**src/common/bidir_fifo_pkg.sv**
```systemverilog
// constants, carrier types and parity helpers for the bidirectional queue block
// assumes both ports are sampled on one common clock
package bidir_fifo_pkg;

	// ****************************************
	// geometry and reset values
	// ****************************************
	localparam int             DATA_W      = 36;
	localparam int             BYTE_W      = 9;
	localparam int             BYTE_COUNT  = 4;
	localparam int             QUEUE_DEPTH = 64;
	localparam int             CNT_W       = 7;
	localparam logic [CNT_W-1:0] OFFSET_PRESET0 = 7'h04;
	localparam logic [CNT_W-1:0] OFFSET_PRESET1 = 7'h08;
	localparam logic [CNT_W-1:0] OFFSET_PRESET2 = 7'h10;
	localparam logic [CNT_W-1:0] OFFSET_PRESET3 = 7'h20;
	localparam logic [CNT_W-1:0] OFFSET_RESET   = 7'h08;
	localparam logic [DATA_W-1:0] MAIL_RESET    = 36'h000000000;

	// ****************************************
	// carriers
	// ****************************************
	typedef struct packed {
		logic csN;
		logic writeNotRead;
		logic enable;
		logic mailboxSelect;
		logic parityGenerate;
	} port_ctrl_t;

	// ****************************************
	// parity helpers
	// ****************************************
	// oddSel high: each byte must carry an even count of low bits
	function automatic logic byte_error(input logic [BYTE_W-1:0] b, input logic oddSel);
		logic lowsOdd;
		lowsOdd = ^(~b);
		return oddSel ? lowsOdd : ~lowsOdd;
	endfunction

	function automatic logic word_error(input logic [DATA_W-1:0] w, input logic oddSel);
		logic err;
		err = 1'b0;
		for (int i = 0; i < BYTE_COUNT; i++) begin
			err = err | byte_error(w[i*BYTE_W +: BYTE_W], oddSel);
		end
		return err;
	endfunction

	function automatic logic [DATA_W-1:0] parity_fill(input logic [DATA_W-1:0] w,
			input logic oddSel);
		logic [DATA_W-1:0] r;
		r = w;
		for (int i = 0; i < BYTE_COUNT; i++) begin
			r[i*BYTE_W + BYTE_W - 1] = oddSel ^ (^(~w[i*BYTE_W +: BYTE_W-1]));
		end
		return r;
	endfunction

endpackage

```
**src/hw/bidir_fifo_mailbox_parity.sv**
```systemverilog
// flag, mailbox and parity logic of a two-port bidirectional queue device
// assumes both port buses are resolved outside from the output enables
// and that every port control input is synchronous to mclk
//
// Behaviour
// - B-to-A queue flags follow fill level table
// - almost-full rises on second edge after read
// - late read edge pushes the update one cycle
// - one 36-bit mail register per direction
// - port A mail write loads A-to-B register
// - port B mail write loads B-to-A register
// - mail write lowers flag; writes ignored while low
// - outputs from queue or mail by mailbox select
// - port B mail read raises A-to-B flag
// - port A mail read raises B-to-A flag
// - mail read leaves stored word unchanged
// - four 9-bit bytes, top bit is parity
// - parity error low when any byte fails
// - port A mail read with generation forces no-error
// - port B mail read with generation forces no-error
// - generation replaces top bit from low eight
// - writes store all 36 levels unchanged
// - queue parity sampled on output-register load edge
// - mail parity generation never alters stored word
// - reads ignored while empty flag low
// - writes ignored while full flag low
// - flags pass two register stages when released
// - offset loaded from four presets once after reset release
`timescale 1ns/1ps

// ****************************************
// one direction of storage with its flags
// ****************************************
module bidir_queue
	import bidir_fifo_pkg::*;
#(
	parameter int DEPTH = QUEUE_DEPTH
) (
	input  wire logic                      mclk,
	input  wire logic                      rst_n,
	input  wire logic                      clkEn,
	input  wire logic [$clog2(DEPTH):0]    offset,
	input  wire logic                      oddSel,
	input  wire logic                      wrReq,
	input  wire logic [DATA_W-1:0]         wrData,
	input  wire logic                      rdReq,
	input  wire logic                      parityGenerate,
	output logic [DATA_W-1:0]              outWord,
	output logic                           emptyN,
	output logic                           almostEmptyN,
	output logic                           almostFullN,
	output logic                           fullN
);
	localparam int AW = $clog2(DEPTH);
	localparam logic [AW:0] DEPTH_C = (AW+1)'(DEPTH);

	logic [DATA_W-1:0] mem [0:DEPTH-1];
	logic [AW:0]       wrPtr_reg;
	logic [AW:0]       rdPtr_reg;
	logic [AW:0]       wrPtr_next;
	logic [AW:0]       rdPtr_next;
	logic [AW:0]       fill_next;
	logic [AW:0]       fillNow;
	logic              wrTake;
	logic              rdTake;
	logic              emptyRaw;
	logic              almostEmptyRaw;
	logic              almostFullRaw;
	logic              fullRaw;
	logic [3:0]        stage_reg;

	assign wrTake = wrReq & fullN;
	assign rdTake = rdReq & emptyN;
	assign wrPtr_next = wrPtr_reg + {{AW{1'b0}}, wrTake};
	assign rdPtr_next = rdPtr_reg + {{AW{1'b0}}, rdTake};
	assign fill_next = wrPtr_next - rdPtr_next;
	assign fillNow = wrPtr_reg - rdPtr_reg;
	assign emptyRaw = (fill_next == '0);
	assign almostEmptyRaw = (fill_next <= offset);
	assign almostFullRaw = (fill_next >= DEPTH_C - offset);
	assign fullRaw = (fill_next == DEPTH_C);

	always_ff @(posedge mclk or negedge rst_n) begin
		if (!rst_n) begin
			wrPtr_reg <= '0;
			rdPtr_reg <= '0;
		end else if (clkEn) begin
			wrPtr_reg <= wrPtr_next;
			rdPtr_reg <= rdPtr_next;
		end
	end

	// storage has no reset: only words already written are ever read
	always_ff @(posedge mclk) begin
		if (clkEn && wrTake) begin
			mem[wrPtr_reg[AW-1:0]] <= wrData;
		end
	end

	always_ff @(posedge mclk or negedge rst_n) begin
		if (!rst_n) begin
			outWord <= MAIL_RESET;
		end else if (clkEn && rdTake) begin
			outWord <= parityGenerate ? parity_fill(mem[rdPtr_reg[AW-1:0]], oddSel)
			                          : mem[rdPtr_reg[AW-1:0]];
		end
	end

	// a flag drops on the edge of the op that causes it; the release path samples
	// the settled pointers, so a release lands on the second edge after the op
	always_ff @(posedge mclk or negedge rst_n) begin
		if (!rst_n) begin
			stage_reg    <= 4'h3;
			emptyN       <= 1'b0;
			almostEmptyN <= 1'b0;
			almostFullN  <= 1'b1;
			fullN        <= 1'b1;
		end else if (clkEn) begin
			stage_reg    <= {(fillNow != '0), (fillNow > offset),
			                 (fillNow < DEPTH_C - offset), (fillNow != DEPTH_C)};
			emptyN       <= stage_reg[3] & ~emptyRaw;
			almostEmptyN <= stage_reg[2] & ~almostEmptyRaw;
			almostFullN  <= stage_reg[1] & ~almostFullRaw;
			fullN        <= stage_reg[0] & ~fullRaw;
		end
	end
endmodule

// ****************************************
// top: two ports, two queues, two mail registers
// ****************************************
module bidir_fifo_mailbox_parity
	import bidir_fifo_pkg::*;
#(
	parameter int DEPTH = QUEUE_DEPTH
) (
	input  wire logic                mclk,
	input  wire logic                rst_n,
	input  wire logic                clkEn,
	input  wire logic [1:0]          offsetSelect,
	input  wire logic                oddSel,
	input  port_ctrl_t               portACtrl,
	input  wire logic [DATA_W-1:0]   portABusIn,
	output logic [DATA_W-1:0]        portABusOut,
	output logic                     portABusOe,
	input  port_ctrl_t               portBCtrl,
	input  wire logic [DATA_W-1:0]   portBBusIn,
	output logic [DATA_W-1:0]        portBBusOut,
	output logic                     portBBusOe,
	output logic                     portAEmptyN,
	output logic                     portAAlmostEmptyN,
	output logic                     portAAlmostFullN,
	output logic                     portAFullN,
	output logic                     portBEmptyN,
	output logic                     portBAlmostEmptyN,
	output logic                     portBAlmostFullN,
	output logic                     portBFullN,
	output logic                     aToBMailFlagN,
	output logic                     bToAMailFlagN,
	output logic                     portAParityErrorN,
	output logic                     portBParityErrorN
);
	localparam int AW = $clog2(DEPTH);

	logic [CNT_W-1:0]  offset_reg;
	logic              offsetLoaded_reg;
	logic [DATA_W-1:0] aToBMailRegister_reg;
	logic [DATA_W-1:0] bToAMailRegister_reg;
	logic [DATA_W-1:0] aToBQueueOut;
	logic [DATA_W-1:0] bToAQueueOut;
	logic              aWrite;
	logic              aRead;
	logic              bWrite;
	logic              bRead;
	logic              aMailWrite;
	logic              bMailWrite;
	logic              aMailRead;
	logic              bMailRead;

	// ****************************************
	// port decode
	// ****************************************
	assign aWrite = ~portACtrl.csN & portACtrl.enable & portACtrl.writeNotRead;
	assign aRead  = ~portACtrl.csN & portACtrl.enable & ~portACtrl.writeNotRead;
	assign bWrite = ~portBCtrl.csN & portBCtrl.enable & portBCtrl.writeNotRead;
	assign bRead  = ~portBCtrl.csN & portBCtrl.enable & ~portBCtrl.writeNotRead;
	assign aMailWrite = aWrite & portACtrl.mailboxSelect & aToBMailFlagN;
	assign bMailWrite = bWrite & portBCtrl.mailboxSelect & bToAMailFlagN;
	assign aMailRead  = aRead & portACtrl.mailboxSelect;
	assign bMailRead  = bRead & portBCtrl.mailboxSelect;

	// ****************************************
	// offset preset, taken once after reset release
	// ****************************************
	always_ff @(posedge mclk or negedge rst_n) begin
		if (!rst_n) begin
			offset_reg       <= OFFSET_RESET;
			offsetLoaded_reg <= 1'b0;
		end else if (clkEn && !offsetLoaded_reg) begin
			offsetLoaded_reg <= 1'b1;
			case (offsetSelect)
				2'h0:    offset_reg <= OFFSET_PRESET0;
				2'h1:    offset_reg <= OFFSET_PRESET1;
				2'h2:    offset_reg <= OFFSET_PRESET2;
				default: offset_reg <= OFFSET_PRESET3;
			endcase
		end
	end

	// ****************************************
	// the two queues
	// ****************************************
	bidir_queue #(.DEPTH(DEPTH)) aToBQueue (
		.mclk           (mclk),
		.rst_n          (rst_n),
		.clkEn          (clkEn),
		.offset         (offset_reg[AW:0]),
		.oddSel         (oddSel),
		.wrReq          (aWrite & ~portACtrl.mailboxSelect),
		.wrData         (portABusIn),
		.rdReq          (bRead & ~portBCtrl.mailboxSelect),
		.parityGenerate (portBCtrl.parityGenerate),
		.outWord        (aToBQueueOut),
		.emptyN         (portBEmptyN),
		.almostEmptyN   (portBAlmostEmptyN),
		.almostFullN    (portAAlmostFullN),
		.fullN          (portAFullN)
	);

	bidir_queue #(.DEPTH(DEPTH)) bToAQueue (
		.mclk           (mclk),
		.rst_n          (rst_n),
		.clkEn          (clkEn),
		.offset         (offset_reg[AW:0]),
		.oddSel         (oddSel),
		.wrReq          (bWrite & ~portBCtrl.mailboxSelect),
		.wrData         (portBBusIn),
		.rdReq          (aRead & ~portACtrl.mailboxSelect),
		.parityGenerate (portACtrl.parityGenerate),
		.outWord        (bToAQueueOut),
		.emptyN         (portAEmptyN),
		.almostEmptyN   (portAAlmostEmptyN),
		.almostFullN    (portBAlmostFullN),
		.fullN          (portBFullN)
	);

	// ****************************************
	// mail registers and their flags
	// ****************************************
	// only an accepted write changes the word; reads never touch it
	always_ff @(posedge mclk or negedge rst_n) begin
		if (!rst_n) begin
			aToBMailRegister_reg <= MAIL_RESET;
			bToAMailRegister_reg <= MAIL_RESET;
		end else if (clkEn) begin
			if (aMailWrite) begin
				aToBMailRegister_reg <= portABusIn;
			end
			if (bMailWrite) begin
				bToAMailRegister_reg <= portBBusIn;
			end
		end
	end

	// an accepted write in the same cycle as the far-side read wins and lowers the flag
	always_ff @(posedge mclk or negedge rst_n) begin
		if (!rst_n) begin
			aToBMailFlagN <= 1'b1;
			bToAMailFlagN <= 1'b1;
		end else if (clkEn) begin
			if (aMailWrite) begin
				aToBMailFlagN <= 1'b0;
			end else if (bMailRead) begin
				aToBMailFlagN <= 1'b1;
			end
			if (bMailWrite) begin
				bToAMailFlagN <= 1'b0;
			end else if (aMailRead) begin
				bToAMailFlagN <= 1'b1;
			end
		end
	end

	// ****************************************
	// data outputs
	// ****************************************
	// registered mux costs one cycle of latency but keeps the pins glitch free
	always_ff @(posedge mclk or negedge rst_n) begin
		if (!rst_n) begin
			portABusOut <= MAIL_RESET;
			portBBusOut <= MAIL_RESET;
			portABusOe  <= 1'b0;
			portBBusOe  <= 1'b0;
		end else if (clkEn) begin
			portABusOe <= ~portACtrl.csN & ~portACtrl.writeNotRead;
			portBBusOe <= ~portBCtrl.csN & ~portBCtrl.writeNotRead;
			if (portACtrl.mailboxSelect) begin
				portABusOut <= portACtrl.parityGenerate
				               ? parity_fill(bToAMailRegister_reg, oddSel)
				               : bToAMailRegister_reg;
			end else begin
				portABusOut <= bToAQueueOut;
			end
			if (portBCtrl.mailboxSelect) begin
				portBBusOut <= portBCtrl.parityGenerate
				               ? parity_fill(aToBMailRegister_reg, oddSel)
				               : aToBMailRegister_reg;
			end else begin
				portBBusOut <= aToBQueueOut;
			end
		end
	end

	// ****************************************
	// parity checking
	// ****************************************
	// the trees are busy generating during a mail read with parityGenerate high, so the check is blanked
	always_ff @(posedge mclk or negedge rst_n) begin
		if (!rst_n) begin
			portAParityErrorN <= 1'b1;
			portBParityErrorN <= 1'b1;
		end else if (clkEn) begin
			if (aMailRead && portACtrl.parityGenerate) begin
				portAParityErrorN <= 1'b1;
			end else begin
				portAParityErrorN <= ~word_error(portABusIn, oddSel);
			end
			if (bMailRead && portBCtrl.parityGenerate) begin
				portBParityErrorN <= 1'b1;
			end else begin
				portBParityErrorN <= ~word_error(portBBusIn, oddSel);
			end
		end
	end
endmodule

```
**config.mk**
```make
export PLATFORM = sky130hd
export DESIGN_NAME = bidir_fifo_mailbox_parity
export DESIGN_NICKNAME = d
export VERILOG_FILES = /design/src/common/bidir_fifo_pkg.sv /design/src/hw/bidir_fifo_mailbox_parity.sv
export SDC_FILE = /design/constraint.sdc
export NUM_CORES = 2
export LEC_CHECK = 0
export BUFFER_PORTS_ARGS = -buffer_cell sky130_fd_sc_hd__buf_2
export CORE_ASPECT_RATIO = 2
export CORE_MARGIN = 2
export CORE_UTILIZATION = 39
export DETAILED_ROUTE_END_ITERATION = 6
export PLACE_DENSITY = 0.64
export RECOVER_POWER = 100
export SKIP_LAST_GASP = 1
export SYNTH_ARGS = -nofsm -noshare
export SYNTH_HDL_FRONTEND = slang
export SYNTH_MEMORY_MAX_BITS = 65536
export SYNTH_SLANG_ARGS = --single-unit
```
**constraint.sdc**
```tcl
create_clock -name mclk -period 4.75 [get_ports mclk]
set_input_delay 0.2375 -clock mclk [delete_from_list [all_inputs] [get_ports mclk]]
set_output_delay 0.2375 -clock mclk [all_outputs]
set_load 0.03 [all_outputs]
```
==> summary.txt <==
Post-synth top area share: 72.0%
Boundary Pins: 174
Max Cap Viol: 216
Origin of the critical flop-to-flop path: aToBQueue.fullN$_DFFE_PN1P_
Final count of hold timing violations: 0
Most instantiated cells after synthesis: edfxtp_1, mux4_2, mux2i_1
Type of origin of the critical path: flip-flop
Fmax: 0.220 GHz
Req. time, crit path: 5350 ps
Fin worst setup slack: 199 ps
Number of global-route vias before repair: 103000
Leak: 69.0 nW
Core Region: 491000 um2
Port Buf Inserts: 173
Cell taking the most area after synthesis: edfxtp_1
Max VDD drop: 0.391 mV
Final ANT Viol Nets: 0
Hold Crit Depth: 5
Drt total wl: 568 mm
Effective utilization at floorplan: 39.1%
Root buf cell: clkbuf_16
Routability Congestion: 0.872
Register area share after synthesis: 75.5%
Routing usage on met2: 41.7%
Clock sink total: 4879
Row count: 364
Placement Setup Slack: -84.5 ps
Final Skew: 69.7 ps
Synth Area per Inst: 20.4 um2
Via-to-Cell Ratio: 5.87
RSZ-0062 raised after global routing: false
1st-iter DRT viols: 10900
Clock Latency Late Sink: 970 ps
Global-route wire length before repair: 789 mm
Die ar.: 499000 um2
WL/cell: 33.5 um
Met1 GRT Util: 23.2%
Area share of and/or/nand/nor cells after synthesis: 1.74%
Min Hold Slack: 167 ps
Post-synthesis adder-cell area fraction: 0.454%
Register-to-register setup slack: 200 ps
P&R area growth vs syn: 12.9%
Top FF cell, synth: edfxtp_1
Synth top area cells: edfxtp_1, mux4_2, mux2i_1
Fin. max-slew vios: 8170
Reg2Reg Depth: 7
Largest net degree at the start of global routing: 109
Final setup vio count: 0
Worst setup path class: flip-flop to flip-flop
Min Clock Period, post-route: 4550 ps
Placed insts: 16100
Tcrit/Tclk final: 95.8%
Fillers: 41500
Nature of the critical path endpoint: flip-flop
Compound-Gate Fraction of Synth Area: 3.86%
Synth Cell Area: 192000 um2
Design Power: 108 mW
Initial antenna violation count: 17
Synth Register Bits: 4879
Worst-path fanout max: 14
Ys async rst share: 5.55%
Power per cell area: 497 nW/um2
Mux contribution to synthesized area: 15.3%
DR pass1 iterations: 6
CTS tree: done
Number of synthesized flops with an enable pin: 4608
Slew @ Worst Pin: 3840 ps
Residual DRC count: 0
Die width: 500 um
Final Instance Count excl. Fillers: 16900
Hold Path Class: primary input to flip-flop
Met3 usage: 2.65%
Netlist cell types: 82
Gr ovfl total: 0
Via count: 99300
Hold Startpoint: portBCtrl[1]
CTS Buffer Depth: 4
Yosys warning count: 0
Violated checks: capacitance limit, slew limit
Die Height: 997 um
Clk slew on worst S/H paths: 70 ps
Reg-to-reg endpoint: aToBQueue.mem[14][2]$_DFFE_PP_
Xor-xnor portion of the synthesized cell area: 1.21%
Total global routing track utilization: 22.3%
TritonCTS Buffers: 405
Largest family of logic cells by synthesized area: multiplexers
Hpwl dp: 370 mm
Setup_tns: 0 ps
Post-Synthesis Cells: 9432
H-tree levels: 5
GRT Max-Usage Layer: met2
Count leader, synth: edfxtp_1
CP arrival: 5150 ps
Post-Syn Nets: 9588
Share of cells above drive strength 1: 20.9%
Layout Nets: 10300
Hold endpoint: bToAQueue.wrPtr_reg[0]$_DFFE_PN0P_
Worst slew margin: -156%
Status: finished, violations left
==> cell families (layout without fill, tap and decap cells) <==
logic type	after synthesis	in the layout
muxes	1813	1813
adders and majority gates	68	68
DFF	4879	4879
AOI/OAI and AO/OA	1074	1074
and+or+nand+nor	766	766
other	0	15
buffers and inverters	582	1661
xor gates and xnor gates	250	250
==> per-layer routing <==
layer / share of wire [%] / up-vias
met5: 0.0074 / -
met4: 8.3 / 6
met3: 6.1 / 1487
met2: 54 / 4578
met1: 32 / 52800
li1: - / 40500
==> where the power goes <==
| part | switching (mW) | total, mW | internal, mW |
|---|---|---|---|
| Combinational | 13.6 | 25.1 | 11.6 |
| Clock | 15.8 | 34.0 | 18.2 |
| Sequential | 0.834 | 48.7 | 47.9 |
==> worst max-delay path by stage <==
| stage | to | slack [ps] | start | cells past startpoint |
|---|---|---|---|---|
| floorplan | aToBQueue.almostEmptyN$_DFFE_PN0P_ | 620 | aToBQueue.rdPtr_reg[2]$_DFFE_PN0P_ | 21 |
| global placement | bToAQueue.outWord[26]$_DFFE_PN0P_ | -130 | bToAQueue.rdPtr_reg[0]$_DFFE_PN0P_ | 12 |
| detailed placement | bToAQueue.outWord[26]$_DFFE_PN0P_ | -80 | bToAQueue.rdPtr_reg[0]$_DFFE_PN0P_ | 12 |
| CTS | bToAQueue.outWord[26]$_DFFE_PN0P_ | 70 | bToAQueue.rdPtr_reg[0]$_DFFE_PN0P_ | 12 |
| global route | portAParityErrorN$_DFFE_PN1P_ | 70 | portABusIn[14] | 10 |
| finish | aToBQueue.mem[14][2]$_DFFE_PP_ | 200 | aToBQueue.fullN$_DFFE_PN1P_ | 7 |
==> critical path, cell delays in order, from the launching register on <==
cell and delay, ps:
dfstp_1 590, and4b_1 230, clkbuf_1 510, and3_1 340, nand3_1 90, clkbuf_1 460, nor2_2 1280, clkbuf_2 640
==> repair_timing <==
item,in CTS,in global routing
pin swaps,0,1
setup endpoints to repair,1,1
gates resized for setup,1,0
hold endpoints to repair,2796,0
hold buffers,84,0
buffers inserted,0,1
==> stage by stage <==
step | utilization (%) | cell area (um2)
6_report | 44.2 | 217000
2_1_floorplan | - | 192000
3_5_place_dp | 41.7 | 205000
3_3_place_gp | 41.7 | 205000
4_1_cts | 44.6 | 219000
5_1_grt | 44.2 | 217000
==> placed cells by master, fill, tap and decap left out, types with 83 or more instances in the layout <==
cell	netlist	routed
buf_4	89	240
mux4_2	873	873
o221ai_1	362	362
clkinv_2	0	84
nor2_1	324	246
clkbuf_1	197	396
o21ai_0	112	115
xnor2_1	174	173
dlygate4sd3_1	0	83
clkbuf_2	0	100
a21oi_1	280	281
mux2_2	114	114
dfrtp_1	258	247
edfxtp_1	4608	4608
clkbuf_16	0	412
mux2i_1	811	811
o22ai_1	163	163
nand2_1	215	212
==> cell type report <==
type	instances	area (um2)	area share [%]
Antenna cell	15	37.5	0.0173
Tap cell	6405	8010	3.69
Inverter	45	186	0.0859
Clock buffer	502	10800	4.97
Sequential cell	4879	145000	66.9
Multi-Input combinational cell	3971	44100	20.3
Timing Repair Buffer	859	6090	2.81
Clock inverter	255	2560	1.18
(Power assumes the default switching activity.)
